--- src/pkg/charge_setpoint_map.vh ---
// Register offsets, field layouts, defaults and codes of the charge setpoint registers
// Function
// RULE1 - Boost limit bit: clear gives 0.5 A, set gives 1.2 A; defaults set.
// RULE2 - Full-on clear: high-resistance switch below 700 mA input limit; set: always low.
// RULE3 - In boost mode the full switch is always used; full-on bit ignored.
// RULE4 - Fast-charge field is six bits, 60 mA per step; zero disables charging.
// RULE5 - Fast-charge codes above 110010 act as 110010, i.e. 3000 mA.
// RULE6 - Precharge field four bits, 60 mA offset plus 60 mA steps; default 0010.
// RULE7 - Precharge settings above 780 mA act as code 1100.
// RULE8 - Termination field four bits, 60 mA offset, 60 mA steps; default 0010.
// RULE9 - Charge voltage field five bits, 3.856 V offset, 32 mV step, to 4.624 V.
// RULE10 - Charge voltage defaults to 01011; code 01111 selects 4.352 V specially.
// RULE11 - Charge voltage codes above 11000 act as 11000, i.e. 4.624 V.
// RULE12 - Top-off timer: 00 off (default), 01 15 min, 10 30 min, 11 45 min.
// RULE13 - With top-off off, charging ends as soon as termination is met.
// RULE14 - Register reset restores all fields; watchdog restores all but full-on bit.
// RULE15 - Recharge threshold bit defaults clear, giving 100 mV below charge voltage.
// RULE16 - Multi-byte access auto-increments addresses from register 0 to register 11.
// RULE17 - Undefined register address answers not-acknowledge and returns to idle.
`ifndef CHARGE_SETPOINT_MAP_VH
`define CHARGE_SETPOINT_MAP_VH
`define OFS_CHG_CUR       8'h02
`define OFS_PRE_TERM      8'h03
`define OFS_VOLT_TOPOFF   8'h04
`define OFS_LAST          8'h0B
`define RST_CHG_CUR       8'hA2
`define RST_PRE_TERM      8'h22
`define RST_VOLT_TOPOFF   8'h58
`define BIT_BOOST_CURRENT_LIMIT     7
`define BIT_FULL_ON       6
`define FCC_MSB           5
`define PRE_MSB           7
`define PRE_LSB           4
`define TERM_MSB          3
`define VOLT_MSB          7
`define VOLT_LSB          3
`define TOP_MSB           2
`define TOP_LSB           1
`define BIT_RECHG         0
`define FCC_MAX           6'h32
`define PRE_MAX           4'hC
`define VOLT_MAX          5'h18
`define VOLT_SPECIAL      5'h0F
`define VOLT_SPECIAL_MV   13'h1100
`define VOLT_BASE_MV      13'h0F10
`define CUR_STEP_MA       12'h03C
`define VOLT_STEP_MV      13'h0020
`define ILIM_LOW_MA       12'h2BC
`define ILIM_STEP_MA      12'h064
`define TOP_OFF           2'h0
`endif

--- src/setpoint_decode.v ---
// Converts raw setpoint codes into clamped working values
`timescale 1ns/1ns
`default_nettype none
`include "charge_setpoint_map.vh"
module setpoint_decode
(
   input  wire [5:0]  fccCode,
   input  wire [3:0]  preCode,
   input  wire [3:0]  termCode,
   input  wire [4:0]  voltCode,
   output wire [5:0]  fccEff,
   output wire [3:0]  preEff,
   output wire [11:0] fccMa,
   output wire [11:0] preMa,
   output wire [11:0] termMa,
   output wire [12:0] voltMv,
   output wire        chargeOff
);
   // ****************************************
   // Clamps and scaling
   // ****************************************
   wire [4:0] voltEff;
   assign fccEff    = (fccCode > `FCC_MAX) ? `FCC_MAX : fccCode;        // see RULE5
   assign preEff    = (preCode > `PRE_MAX) ? `PRE_MAX : preCode;        // see RULE7
   assign voltEff   = (voltCode > `VOLT_MAX) ? `VOLT_MAX : voltCode;    // see RULE11
   assign fccMa     = {6'h00, fccEff} * `CUR_STEP_MA;                   // see RULE4
   assign chargeOff = (fccEff == 6'h00);                                // see RULE4
   assign preMa     = ({8'h00, preEff} + 12'h001) * `CUR_STEP_MA;       // see RULE6
   assign termMa    = ({8'h00, termCode} + 12'h001) * `CUR_STEP_MA;     // see RULE8
   assign voltMv    = (voltEff == `VOLT_SPECIAL) ? `VOLT_SPECIAL_MV :   // see RULE10
                      `VOLT_BASE_MV + {8'h00, voltEff} * `VOLT_STEP_MV; // see RULE9
endmodule // setpoint_decode
`default_nettype wire

--- src/charge_setpoint_registers.v ---
// Charge setpoint register bank behind the serial register port
`timescale 1ns/1ns
`default_nettype none
`include "charge_setpoint_map.vh"
module charge_setpoint_registers
(
   input  wire        clk,
   input  wire        rst_n,
   input  wire        regReset,
   input  wire        watchdogExpire,
   input  wire        xferStart,
   input  wire        addrValid,
   input  wire [7:0]  addrIn,
   input  wire        wrValid,
   input  wire [7:0]  wrData,
   input  wire        rdReq,
   input  wire        xferStop,
   input  wire [4:0]  inputCurrentLimit,
   input  wire        boostMode,
   input  wire        termMet,
   output reg  [7:0]  rdData,
   output wire        addrAck,
   output wire        addrNack,
   output reg  [7:0]  curAddr,
   output reg         busy,
   output reg         boostCurrentLimit,
   output reg         useLowResSwitch,
   output reg  [11:0] fastChargeMa,
   output reg         chargeDisabled,
   output reg  [11:0] prechargeMa,
   output reg  [11:0] terminationMa,
   output reg  [12:0] chargeVoltageMv,
   output reg  [1:0]  topoffDuration,
   output reg         recharge200mV,
   output reg         endChargeNow
);
   // ****************************************
   // Storage and access pointer
   // ****************************************
   reg  [7:0]  chgCur_q;
   reg  [7:0]  preTerm_q;
   reg  [7:0]  voltTop_q;
   wire [5:0]  fccEff;
   wire [3:0]  preEff;
   wire [11:0] fccMa;
   wire [11:0] preMa;
   wire [11:0] termMa;
   wire [12:0] voltMv;
   wire        chargeOff;
   wire [11:0] ilimMa;
   wire [7:0]  chgCurDefault;

   // Default image of the current register, sliced on watchdog expiry
   assign chgCurDefault = `RST_CHG_CUR;

   // Address in the range the bank answers to
   function inRange;
      input [7:0] a;
      begin
         inRange = (a <= `OFS_LAST);
      end
   endfunction

   // Read mux; registers outside this bank read zero here
   function [7:0] readMux;
      input [7:0] a;
      input [7:0] r2;
      input [7:0] r3;
      input [7:0] r4;
      begin
         case (a)
            `OFS_CHG_CUR:     readMux = r2;
            `OFS_PRE_TERM:    readMux = r3;
            `OFS_VOLT_TOPOFF: readMux = r4;
            default:          readMux = 8'h00;
         endcase
      end
   endfunction

   assign addrAck  = addrValid & inRange(addrIn);
   assign addrNack = addrValid & ~inRange(addrIn);                      // see RULE17

   // ****************************************
   // Transfer pointer
   // ****************************************
   always @(posedge clk)
   begin
      if (!rst_n || xferStop || addrNack || (xferStart && !addrValid))  // see RULE17
      begin
         busy    <= 1'b0;
         curAddr <= 8'h00;
      end
      else if (addrAck)
      begin
         busy    <= 1'b1;
         curAddr <= addrIn;
      end
      else if (busy && (wrValid || rdReq) && curAddr < `OFS_LAST)
      begin
         curAddr <= curAddr + 8'h01;                                    // see RULE16
      end
   end

   always @(posedge clk)
   begin
      if (!rst_n)
         rdData <= 8'h00;
      else if (busy && rdReq)
         rdData <= readMux(curAddr, chgCur_q, preTerm_q, voltTop_q);    // see RULE16
   end

   // ****************************************
   // Registers with their reset sources
   // ****************************************
   always @(posedge clk)
   begin
      if (!rst_n || regReset)                                           // see RULE14
      begin
         chgCur_q  <= `RST_CHG_CUR;                                     // see RULE1
         preTerm_q <= `RST_PRE_TERM;                                    // see RULE6
         voltTop_q <= `RST_VOLT_TOPOFF;                                 // see RULE10
      end
      else if (watchdogExpire)
      begin
         chgCur_q  <= {chgCurDefault[`BIT_BOOST_CURRENT_LIMIT],                   // see RULE14
                       chgCur_q[`BIT_FULL_ON],
                       chgCurDefault[`FCC_MSB:0]};
         preTerm_q <= `RST_PRE_TERM;                                    // see RULE8
         voltTop_q <= `RST_VOLT_TOPOFF;                                 // see RULE15
      end
      else if (busy && wrValid)
      begin
         case (curAddr)
            `OFS_CHG_CUR:     chgCur_q  <= wrData;
            `OFS_PRE_TERM:    preTerm_q <= wrData;
            `OFS_VOLT_TOPOFF: voltTop_q <= wrData;
            default:          chgCur_q  <= chgCur_q;
         endcase
      end
   end

   // ****************************************
   // Decoded settings
   // ****************************************
   setpoint_decode uDecode
   (
      .fccCode   (chgCur_q[`FCC_MSB:0]),
      .preCode   (preTerm_q[`PRE_MSB:`PRE_LSB]),
      .termCode  (preTerm_q[`TERM_MSB:0]),
      .voltCode  (voltTop_q[`VOLT_MSB:`VOLT_LSB]),
      .fccEff    (fccEff),
      .preEff    (preEff),
      .fccMa     (fccMa),
      .preMa     (preMa),
      .termMa    (termMa),
      .voltMv    (voltMv),
      .chargeOff (chargeOff)
   );

   assign ilimMa = ({7'h00, inputCurrentLimit} + 12'h001) * `ILIM_STEP_MA;

   always @(posedge clk)
   begin
      if (!rst_n)
      begin
         boostCurrentLimit <= 1'b1;
         useLowResSwitch   <= 1'b1;
         fastChargeMa      <= 12'h000;
         chargeDisabled    <= 1'b1;
         prechargeMa       <= 12'h000;
         terminationMa     <= 12'h000;
         chargeVoltageMv   <= 13'h0000;
         topoffDuration    <= 2'h0;
         recharge200mV     <= 1'b0;
         endChargeNow      <= 1'b0;
      end
      else
      begin
         boostCurrentLimit <= chgCur_q[`BIT_BOOST_CURRENT_LIMIT];                 // see RULE1
         useLowResSwitch   <= boostMode ||                              // see RULE3
                              chgCur_q[`BIT_FULL_ON] ||                 // see RULE2
                              (ilimMa >= `ILIM_LOW_MA);
         fastChargeMa      <= fccMa;                                    // see RULE5
         chargeDisabled    <= chargeOff;                                // see RULE4
         prechargeMa       <= preMa;                                    // see RULE7
         terminationMa     <= termMa;                                   // see RULE8
         chargeVoltageMv   <= voltMv;                                   // see RULE9
         topoffDuration    <= voltTop_q[`TOP_MSB:`TOP_LSB];             // see RULE12
         recharge200mV     <= voltTop_q[`BIT_RECHG];                    // see RULE15
         endChargeNow      <= termMet &&                                // see RULE13
                              (voltTop_q[`TOP_MSB:`TOP_LSB] == `TOP_OFF);
      end
   end
endmodule // charge_setpoint_registers
`default_nettype wire

--- config.mk ---
export PLATFORM = sky130hd
export DESIGN_NAME = charge_setpoint_registers
export DESIGN_NICKNAME = d
export VERILOG_FILES = /design/src/setpoint_decode.v /design/src/charge_setpoint_registers.v
export VERILOG_INCLUDE_DIRS = /design/src /design/src/pkg
export SDC_FILE = /design/constraint.sdc
export NUM_CORES = 1
export LEC_CHECK = 0
export CAP_MARGIN = 20
export CORE_MARGIN = 2
export CORE_UTILIZATION = 45
export CTS_BUF_LIST = sky130_fd_sc_hd__clkbuf_2
export DETAILED_ROUTE_END_ITERATION = 16
export DONT_BUFFER_PORTS = 1
export GPL_ROUTABILITY_DRIVEN = 0
export SLEW_MARGIN = 40
export SYNTH_ARGS = -nofsm -noshare
export SYNTH_HDL_FRONTEND = slang
export SYNTH_HIERARCHICAL = 1
export SYNTH_SLANG_ARGS = --single-unit
export TNS_END_PERCENT = 10
--- constraint.sdc ---
create_clock -name clk -period 4.8 [get_ports clk]
set_clock_uncertainty 0.05 [all_clocks]
set_input_delay 0.96 -clock clk [delete_from_list [all_inputs] [get_ports clk]]
set_output_delay 0.96 -clock clk [all_outputs]
set_load 0.005 [all_outputs]
# Yosys cells after proc, flatten, opt, wreduce, memory -nomap -nowiden
# Index checks and enable logic that the tools add are counted.
[classes]
div_mod_pow = 0
eq_ne = 4
shift = 0
mul = 4
n_reduce_logical = 24
bitwise_logic = 5
n_lt_le_gt_ge = 6
addsub = 5
n_mux = 7
[op_table]
columns = ["op", "count"]
rows = [
  ["multiplier 12 x 4 -> 10 bit (second input constant)", 2],
  ["case mux 8 bit (3 select lines)", 1],
  ["equality test 8 x 2 -> 1 bit (second input constant)", 2],
  ["2-to-1 mux 8 bit", 2],
  ["adder 12 x 10 -> 13 bit (first input constant)", 1],
  ["2-to-1 mux 13 bit", 1],
  ["greater-or-equal comparator 12 x 10 -> 1 bit (second input constant)", 1],
  ["adder 4 x 1 -> 5 bit (second input constant)", 2],
  ["multiplier 6 x 4 -> 10 bit (second input constant)", 1],
  ["multiplier 6 x 5 -> 10 bit (second input constant)", 1],
  ["adder 8 x 1 -> 8 bit (second input constant)", 1],
  ["equality test 8 x 3 -> 1 bit (second input constant)", 1],
  ["less-or-equal comparator 8 x 4 -> 1 bit (second input constant)", 1],
  ["< comparator 8 x 4 -> 1 bit (second input constant)", 1],
  ["logical OR 1 bit", 7],
  ["adder 5 x 1 -> 6 bit (second input constant)", 1],
  ["> comparator 6 bit (second input constant)", 1],
  ["logical AND 1 bit", 6],
  ["zero test 6 bit", 1],
  ["2-to-1 mux 6 bit", 1],
  ["AND reduction 2 bit", 3],
  ["equality test 5 x 4 -> 1 bit (second input constant)", 1],
  ["> comparator 5 bit (second input constant)", 1],
  ["2-to-1 mux 5 bit", 1],
  ["other kinds (9)", 14],
]
[word_totals]
romBits = 0
word_cells = 76
ram_bits = 0
inputBits = 32
latchBits = 0
regBits = 97
memories = 0
output_inout_bits = 75

# Longest topological paths before layout
# Gate-level depths: netlist (run 1).
[depth]
depth_word = 5
depth_mapped = 16
depth_no_buf = 15

# Cells and area by module
# The synthesis (run 1) kept the hierarchy.
[by_module_without_submodules]
columns = ["module", "instances", "area_each_um2", "cells_per_inst", "seq_area_each_um2"]
rows = [
  ["charge_setpoint_registers", 1, 3793.6, 382, 1941.9],
  ["setpoint_decode", 1, 1815.5, 229, 0.0],
]

# Worst setup path before layout (run 1)
# Ideal clock, no wire load.
[synth_path]
path_kind = "input port to flip-flop"
start = "input port inputCurrentLimit[0]"
end = "register useLowResSwitch"
path_slack_ns = 1.281
cell_stages = 11
t_arrival_ns = 3.339
n_path_buf = 0
setup_time_ns = 0.130
required_ns = 4.620
cell_sequence = "ha_1 -> xor2_1 -> ha_1 -> ha_1 -> ha_1 -> ha_1 -> a211oi_1 -> o21bai_1 -> a21oi_1 -> xnor2_1 -> nand4_1"
[synth_between]
elab_chain_len = 4
[synth_rtl]
columns = ["element", "line", "text"]
rows = [
  ["start: declaration", "charge_setpoint_registers.v:18", "input wire [4:0] inputCurrentLimit,"],
  ["adder 5 x 1 -> 6 bit", "charge_setpoint_registers.v:160", "assign ilimMa = ({7'h00, inputCurrentLimit} + 12'h001) * `ILIM_STEP_MA;"],
  ["multiplier 6 x 5 -> 10 bit (no source line)", "--", ""],
  ["greater-or-equal comparator 12 x 10 -> 1 bit (no source line)", "--", ""],
  ["logical OR 1 bit", "charge_setpoint_registers.v:180", "useLowResSwitch <= boostMode ||"],
  ["end signal: assignment", "charge_setpoint_registers.v:180", ""],
  ["end: declaration", "charge_setpoint_registers.v:27", "output reg useLowResSwitch,"],
]
# No other way between the ends.
# A chain may end at the register's enable or synchronous reset.

# Worst setup path after layout (run 1)
[layout_path]
start = "register chgCur_q[3]"
end = "register fastChargeMa[10]"
[layout_between]
elab_chain_len = 3
[layout_rtl]
columns = ["element", "line", "text"]
rows = [
  ["start: declaration", "charge_setpoint_registers.v:40", "reg [7:0] chgCur_q;"],
  ["start signal: assignment", "charge_setpoint_registers.v:119", "chgCur_q <= `RST_CHG_CUR;"],
  ["start signal: assignment", "charge_setpoint_registers.v:125", "chgCur_q <= {chgCurDefault[`BIT_BOOST_CURRENT_LIMIT],"],
  ["start signal: assignment", "charge_setpoint_registers.v:134", "`OFS_CHG_CUR: chgCur_q <= wrData;"],
  ["> comparator 6 bit (no source line)", "--", ""],
  ["2-to-1 mux 6 bit (*)", "setpoint_decode.v:23", "assign fccEff = (fccCode > `FCC_MAX) ? `FCC_MAX : fccCode;"],
  ["multiplier 6 x 4 -> 10 bit (no source line) (*)", "--", ""],
  ["via fccMa[10]", "charge_setpoint_registers.v:45", "wire [11:0] fccMa;"],
  ["end signal: assignment", "charge_setpoint_registers.v:183", "fastChargeMa <= fccMa;"],
  ["end: declaration", "charge_setpoint_registers.v:28", "output reg [11:0] fastChargeMa,"],
]
# The timed path passes the listed nets; every way through them passes the cells marked *.

==> results of run 1 <==
-- area by class of cell --
class	count	share of cell area, %
sequential	97	33.8
clock inverter	7	1.24
multi-input combinational	421	56.5
tap	168	3.66
inverter	59	3.86
clock buffer	9	0.784
timing repair buffer	1	0.131
-- metal layers --
layer  up-vias  part of all wire (%)  global-route usage, %
li1       1964                     -                      -
met1      1781                    46                   20.3
met2       104                    44                   26.0
met3         9                   9.3                   8.26
met4         0                   1.3                   5.70
met5         -                     0                      0
-- per-stage QoR --
step	util, %	total power [mW]	hold WS [ps]
after floorplan	-	0.954	380
after global placement	46.6	0.961	422
after detailed placement	46.6	0.965	432
after CTS	47.6	1.37	314
after global routing	47.6	1.44	278
final	47.6	1.36	372
-- flip-flops by register name (all words and copies together) (netlist names) --
signal / flops
chgCur_q: 8
topoffDuration: 2
prechargeMa: 12
curAddr: 8
fastChargeMa: 12
busy: 1
boostCurrentLimit: 1
recharge200mV: 1
chargeVoltageMv: 13
useLowResSwitch: 1
voltTop_q: 8
chargeDisabled: 1
terminationMa: 12
endChargeNow: 1
rdData: 8
preTerm_q: 8
-- report_power, final --
group	switching, mW	internal [mW]	total, mW	leakage (nW)
Combinational	0.0599	0.0547	0.115	1.73
Clock	0.289	0.119	0.408	0.0655
Sequential	0.00930	0.825	0.835	0.794
-- cell usage in the layout, fill, tap and decap left out, drive strengths merged, types with 5 or more instances in the layout --
| cell | count |
|---|---|
| clkbuf | 9 |
| nand3 | 34 |
| dfxtp | 97 |
| o21ai | 29 |
| fa | 16 |
| nor2 | 21 |
| a22oi | 16 |
| xor2 | 14 |
| and2 | 54 |
| conb | 12 |
| and3 | 7 |
| nor3 | 5 |
| xnor2 | 14 |
| nand2b | 9 |
| mux2i | 11 |
| inv | 59 |
| a21o | 7 |
| ha | 67 |
| a21oi | 20 |
| nor2b | 10 |
| nand2 | 33 |
-- final timing paths --
check                                        end  depth (start not counted)  slack, ps
worst max-delay path            fastChargeMa[10]                         13        990
worst max register to register  fastChargeMa[10]                         13        990
worst min-delay path              chargeDisabled                          1        370
worst min register to register       chgCur_q[7]                          2        460
==> flow_metrics.py, run 1 <==
metrics = {
    "critical_path": {
        "setup.worst_path.class": "reg2reg",
        "worstPathArrival_ps": 4300,
        "path_common_cell": "fa_1",
        "crit_family": "adder cells",
        "crit_fanout": 13,
        "r2r_start": "chgCur_q[3]",
        "startpoint_type": "flip-flop",
        "slowest_stage": "fa_1",
        "worstPathCellList": "nor3_1 > o21ai_0 > fa_1 > inv_1 > fa_1 > inv_1 > fa_1 > and2b_1 > o21ai_1 > a21boi_2 > nor4_1 > a311o_1 > and2_1",
        "cp_num_buf_inv": 2,
        "end_kind": "flip-flop",
        "worstSetupStartpoint": "chgCur_q[3]",
        "critPathMaxStageDelay_ps": 600,
        "crit_required_ps": 5290,
    },
    "layout": {
        "drive_above_1_share_pct": 4.38,
        "regArea_um2": 1940,
        "multi_input_area_um2": 3250,
        "fillers": 1175,
        "n_antenna_cell": 0,
        "num-nets-final": 704,
        "area_growth_pct": 2.55,
        "design_area_um2": 5740,
        "final-instance-count-excl-fill": 762,
    },
    "sta": {
        "fmax_mhz": 263,
        "worst_pin_slew_ps": 803,
        "fin_crit_sh_pct": 79.3,
        "rsz0062_at_grt": "no",
        "post-route-min-period_ps": 3810,
        "layout_setup_ws_ps": 993,
        "slew_viol_final": 0,
        "slew_headroom_pct": 46.1,
        "setup_viol_count_final": 0,
        "setup_tns_ps": 0,
        "finalHoldViolCount": 0,
    },
    "placement": {
        "pre_cts_ws_ps": 1070,
        "dpl_cell_area_um2": 5630,
        "dp_hpwl_um": 8210,
        "portBuffers": 0,
        "place_inst": 746,
    },
    "routing": {
        "drc_errors": 0,
        "wl_per_cell_um": 14.1,
        "drt_iter0_drc": 181,
        "dr.pass1.iters": 4,
        "vias": 3858,
        "vias_per_cell": 5.06,
        "ant_nets": 0,
        "wl_um": 10700,
    },
    "cts": {
        "ctsResizeCount": 0,
        "cts_tree": "yes",
        "cts.path.max_buffers": 2,
        "clock_latency_ps": 620,
        "cts-hold-fix-buffers": 0,
        "h-tree-depth": 3,
        "root_buffer": "clkbuf_2",
        "clock-sinks": 97,
        "numCtsBuffers": 9,
        "cts_setup_buffers": 0,
        "path_clk_slew_ps": 280,
    },
    "floorplan": {
        "num_rows": 40,
        "die-area_um2": 13400,
        "core-area_um2": 12100,
        "initial_core_util_pct": 46.4,
        "ios": 107,
        "die_y_um": 116,
        "die-width_um": 116,
    },
    "run": {
        "drv_cap": 0,
    },
    "outcome": {
        "status": "completed",
    },
    "hold_path": {
        "min-delay-start": "rst_n",
        "hold_class": "in2reg",
    },
    "global_route": {
        "grt_max_degree": 67,
        "overflow": 0,
        "grt_use_total_pct": 16.8,
        "first_global_vias": 3696,
        "antenna_found_initial": 0,
        "grt_pass1_wl_um": 17500,
    },
    "logic_synthesis": {
        "avgSynthCellArea_um2": 9.20,
        "syn-instance-count": 609,
        "synth_area_um2": 5600,
        "yosys_warnings": 6,
    },
    "pwr": {
        "ir_worst_vdd_v": 0.000113,
        "p_per_area_nw_per_um2": 236,
        "leakage_nw": 2.59,
    },
}
No activity file was read; power rests on OpenSTA's default activity.
==> run 2, diff against run 1 <==
==> constraint.sdc (replaced) <==
create_clock -name clk -period 3.7 [get_ports clk]
set_clock_uncertainty 0.05 [all_clocks]
set_input_delay 0.74 -clock clk [delete_from_list [all_inputs] [get_ports clk]]
set_output_delay 0.74 -clock clk [all_outputs]
set_load 0.005 [all_outputs]
==> flow_metrics.py, run 2 (synthesis results as in run 1) <==
metrics = {
    "global_route": {
        "antenna_found_initial": 1,
        "overflow": 0,
        "grt_pass1_wl_um": 18200,
        "grt_use_total_pct": 17.1,
        "first_global_vias": 3787,
        "grt_max_degree": 67,
    },
    "pwr": {
        "internal_power_mw": 1.43,
        "ir_worst_vdd_v": 0.000184,
        "swShare_pct": 23.6,
        "pwr-share-seq_pct": 57.7,
        "p_comb_share_pct": 8.1,
        "p_per_area_nw_per_um2": 318,
        "leakage_nw": 2.68,
        "clockPowerShare_pct": 34.2,
        "switchingPower_mw": 0.442,
    },
    "cts": {
        "h-tree-depth": 3,
        "cts.path.max_buffers": 2,
        "cts_tree": "yes",
        "path_clk_slew_ps": 270,
        "clock-sinks": 97,
        "root_buffer": "clkbuf_2",
        "clock_latency_ps": 580,
        "numCtsBuffers": 9,
        "cts_setup_buffers": 0,
    },
    "run": {
        "drv_cap": 0,
    },
    "placement": {
        "pre_cts_ws_ps": 96.5,
        "place_inst": 758,
        "dpl_cell_area_um2": 5720,
        "portBuffers": 0,
        "dp_hpwl_um": 8360,
    },
    "sta": {
        "setup_viol_count_final": 0,
        "rsz0062_at_grt": "no",
        "fin_crit_sh_pct": 93.3,
        "setup_tns_ps": 0,
        "fmax_mhz": 290,
        "layout_setup_ws_ps": 248,
        "slew_viol_final": 0,
        "slew_headroom_pct": 49.0,
        "post-route-min-period_ps": 3450,
        "finalHoldViolCount": 0,
        "worst_pin_slew_ps": 763,
    },
    "critical_path": {
        "setup.worst_path.class": "reg2reg",
        "crit_fanout": 3,
        "end_kind": "flip-flop",
        "crit_required_ps": 4130,
        "worstPathArrival_ps": 3880,
        "r2r_setup_slack_ps": 250,
        "reg2reg_to": "fastChargeMa[10]",
        "r2r_start": "chgCur_q[3]",
        "startpoint_type": "flip-flop",
        "reg2regPathDepth": 13,
    },
    "routing": {
        "wl_per_cell_um": 14.1,
        "wl_um": 10900,
        "vias": 3944,
        "ant_nets": 0,
        "drc_errors": 0,
        "dr.pass1.iters": 4,
        "drt_iter0_drc": 198,
        "vias_per_cell": 5.09,
    },
    "hold_path": {
        "hold_class": "in2reg",
        "hold_depth": 1,
        "hold_end": "boostCurrentLimit",
        "min-delay-start": "rst_n",
    },
    "outcome": {
        "status": "completed",
    },
    "floorplan": {
        "num_rows": 40,
        "ios": 107,
        "die_y_um": 116,
        "initial_core_util_pct": 46.4,
        "die-width_um": 116,
        "core-area_um2": 12100,
        "die-area_um2": 13400,
    },
    "layout": {
        "regMostFlops": "chargeVoltageMv",
        "largest_reg_flops": 13,
        "final-instance-count-excl-fill": 775,
        "area_growth_pct": 5.32,
        "design_area_um2": 5900,
        "drive_above_1_share_pct": 7.26,
        "utilization_pct": 48.9,
        "layout.cells.most_common": "dfxtp_1",
        "final_cell_mix": "dfxtp_1, ha_1, inv_1, and2_1, nand3_1",
        "num-nets-final": 716,
    },
}
run 2: layer usage:
| metal | share of wire [%] | GRT usage [%] | wire length (um) |
|---|---|---|---|
| met3 | 8.3 | 6.43 | 910 |
| met2 | 45 | 27.0 | 4880 |
| met4 | 1.8 | 6.83 | 195 |
| met1 | 45 | 21.3 | 4920 |
| met5 | 0 | 0 | 0 |
run 2: worst max path at each step:
stage	from	to	slack, ps	cells after the start
floorplan	chgCur_q[3]	fastChargeMa[10]	190	14
global placement	chgCur_q[3]	fastChargeMa[10]	260	13
detailed placement	chgCur_q[3]	fastChargeMa[10]	100	13
CTS	chgCur_q[3]	fastChargeMa[10]	30	13
global route	preTerm_q[1]	terminationMa[10]	6	13
finish	chgCur_q[3]	fastChargeMa[10]	250	13
run 2: stage by stage:
stage,power [mW],hold slack [ps]
after floorplan,1.24,380
after global placement,1.25,431
after detailed placement,1.26,436
after CTS,1.91,122
after global routing,1.99,104
final,1.88,199
run 2: what timing repair did:
| action | 4_1_cts | 5_1_grt |
|---|---|---|
| gates resized for setup | 0 | 8 |
| hold buffers | 0 | 0 |
| endpoints found under the setup margin | 0 | 2 |
run 2: area by class of cell:
type	count	area, um2
Multi-Input combinational cell	421	3260
Clock buffer	10	50.0
Clock inverter	6	106
Timing Repair Buffer	13	101
Fill cell	1133	6160
Antenna cell	1	2.50
Tap cell	168	210
Inverter	59	221
Sequential cell	97	1950
run 2: worst max-delay path: stages, from the launching register on:
cell      delay (ps)
dfxtp_2          390
nor3_2           230
o21ai_1          170
fa_1             560
inv_1             60
fa_1             500
inv_1             60
fa_2             350
and2b_1          200
o21ai_1           80
a21boi_2         180
nor4_1            70
a311o_1          300
and2_1           150
run 2: power groups by stage:
stage	Clock, mW	Combinational [mW]	Sequential [mW]
global route	0.726	0.180	1.09
floorplan	0	0.140	1.10
global placement	0	0.147	1.10
CTS	0.670	0.155	1.08
detailed placement	0	0.153	1.10
finish	0.642	0.153	1.08
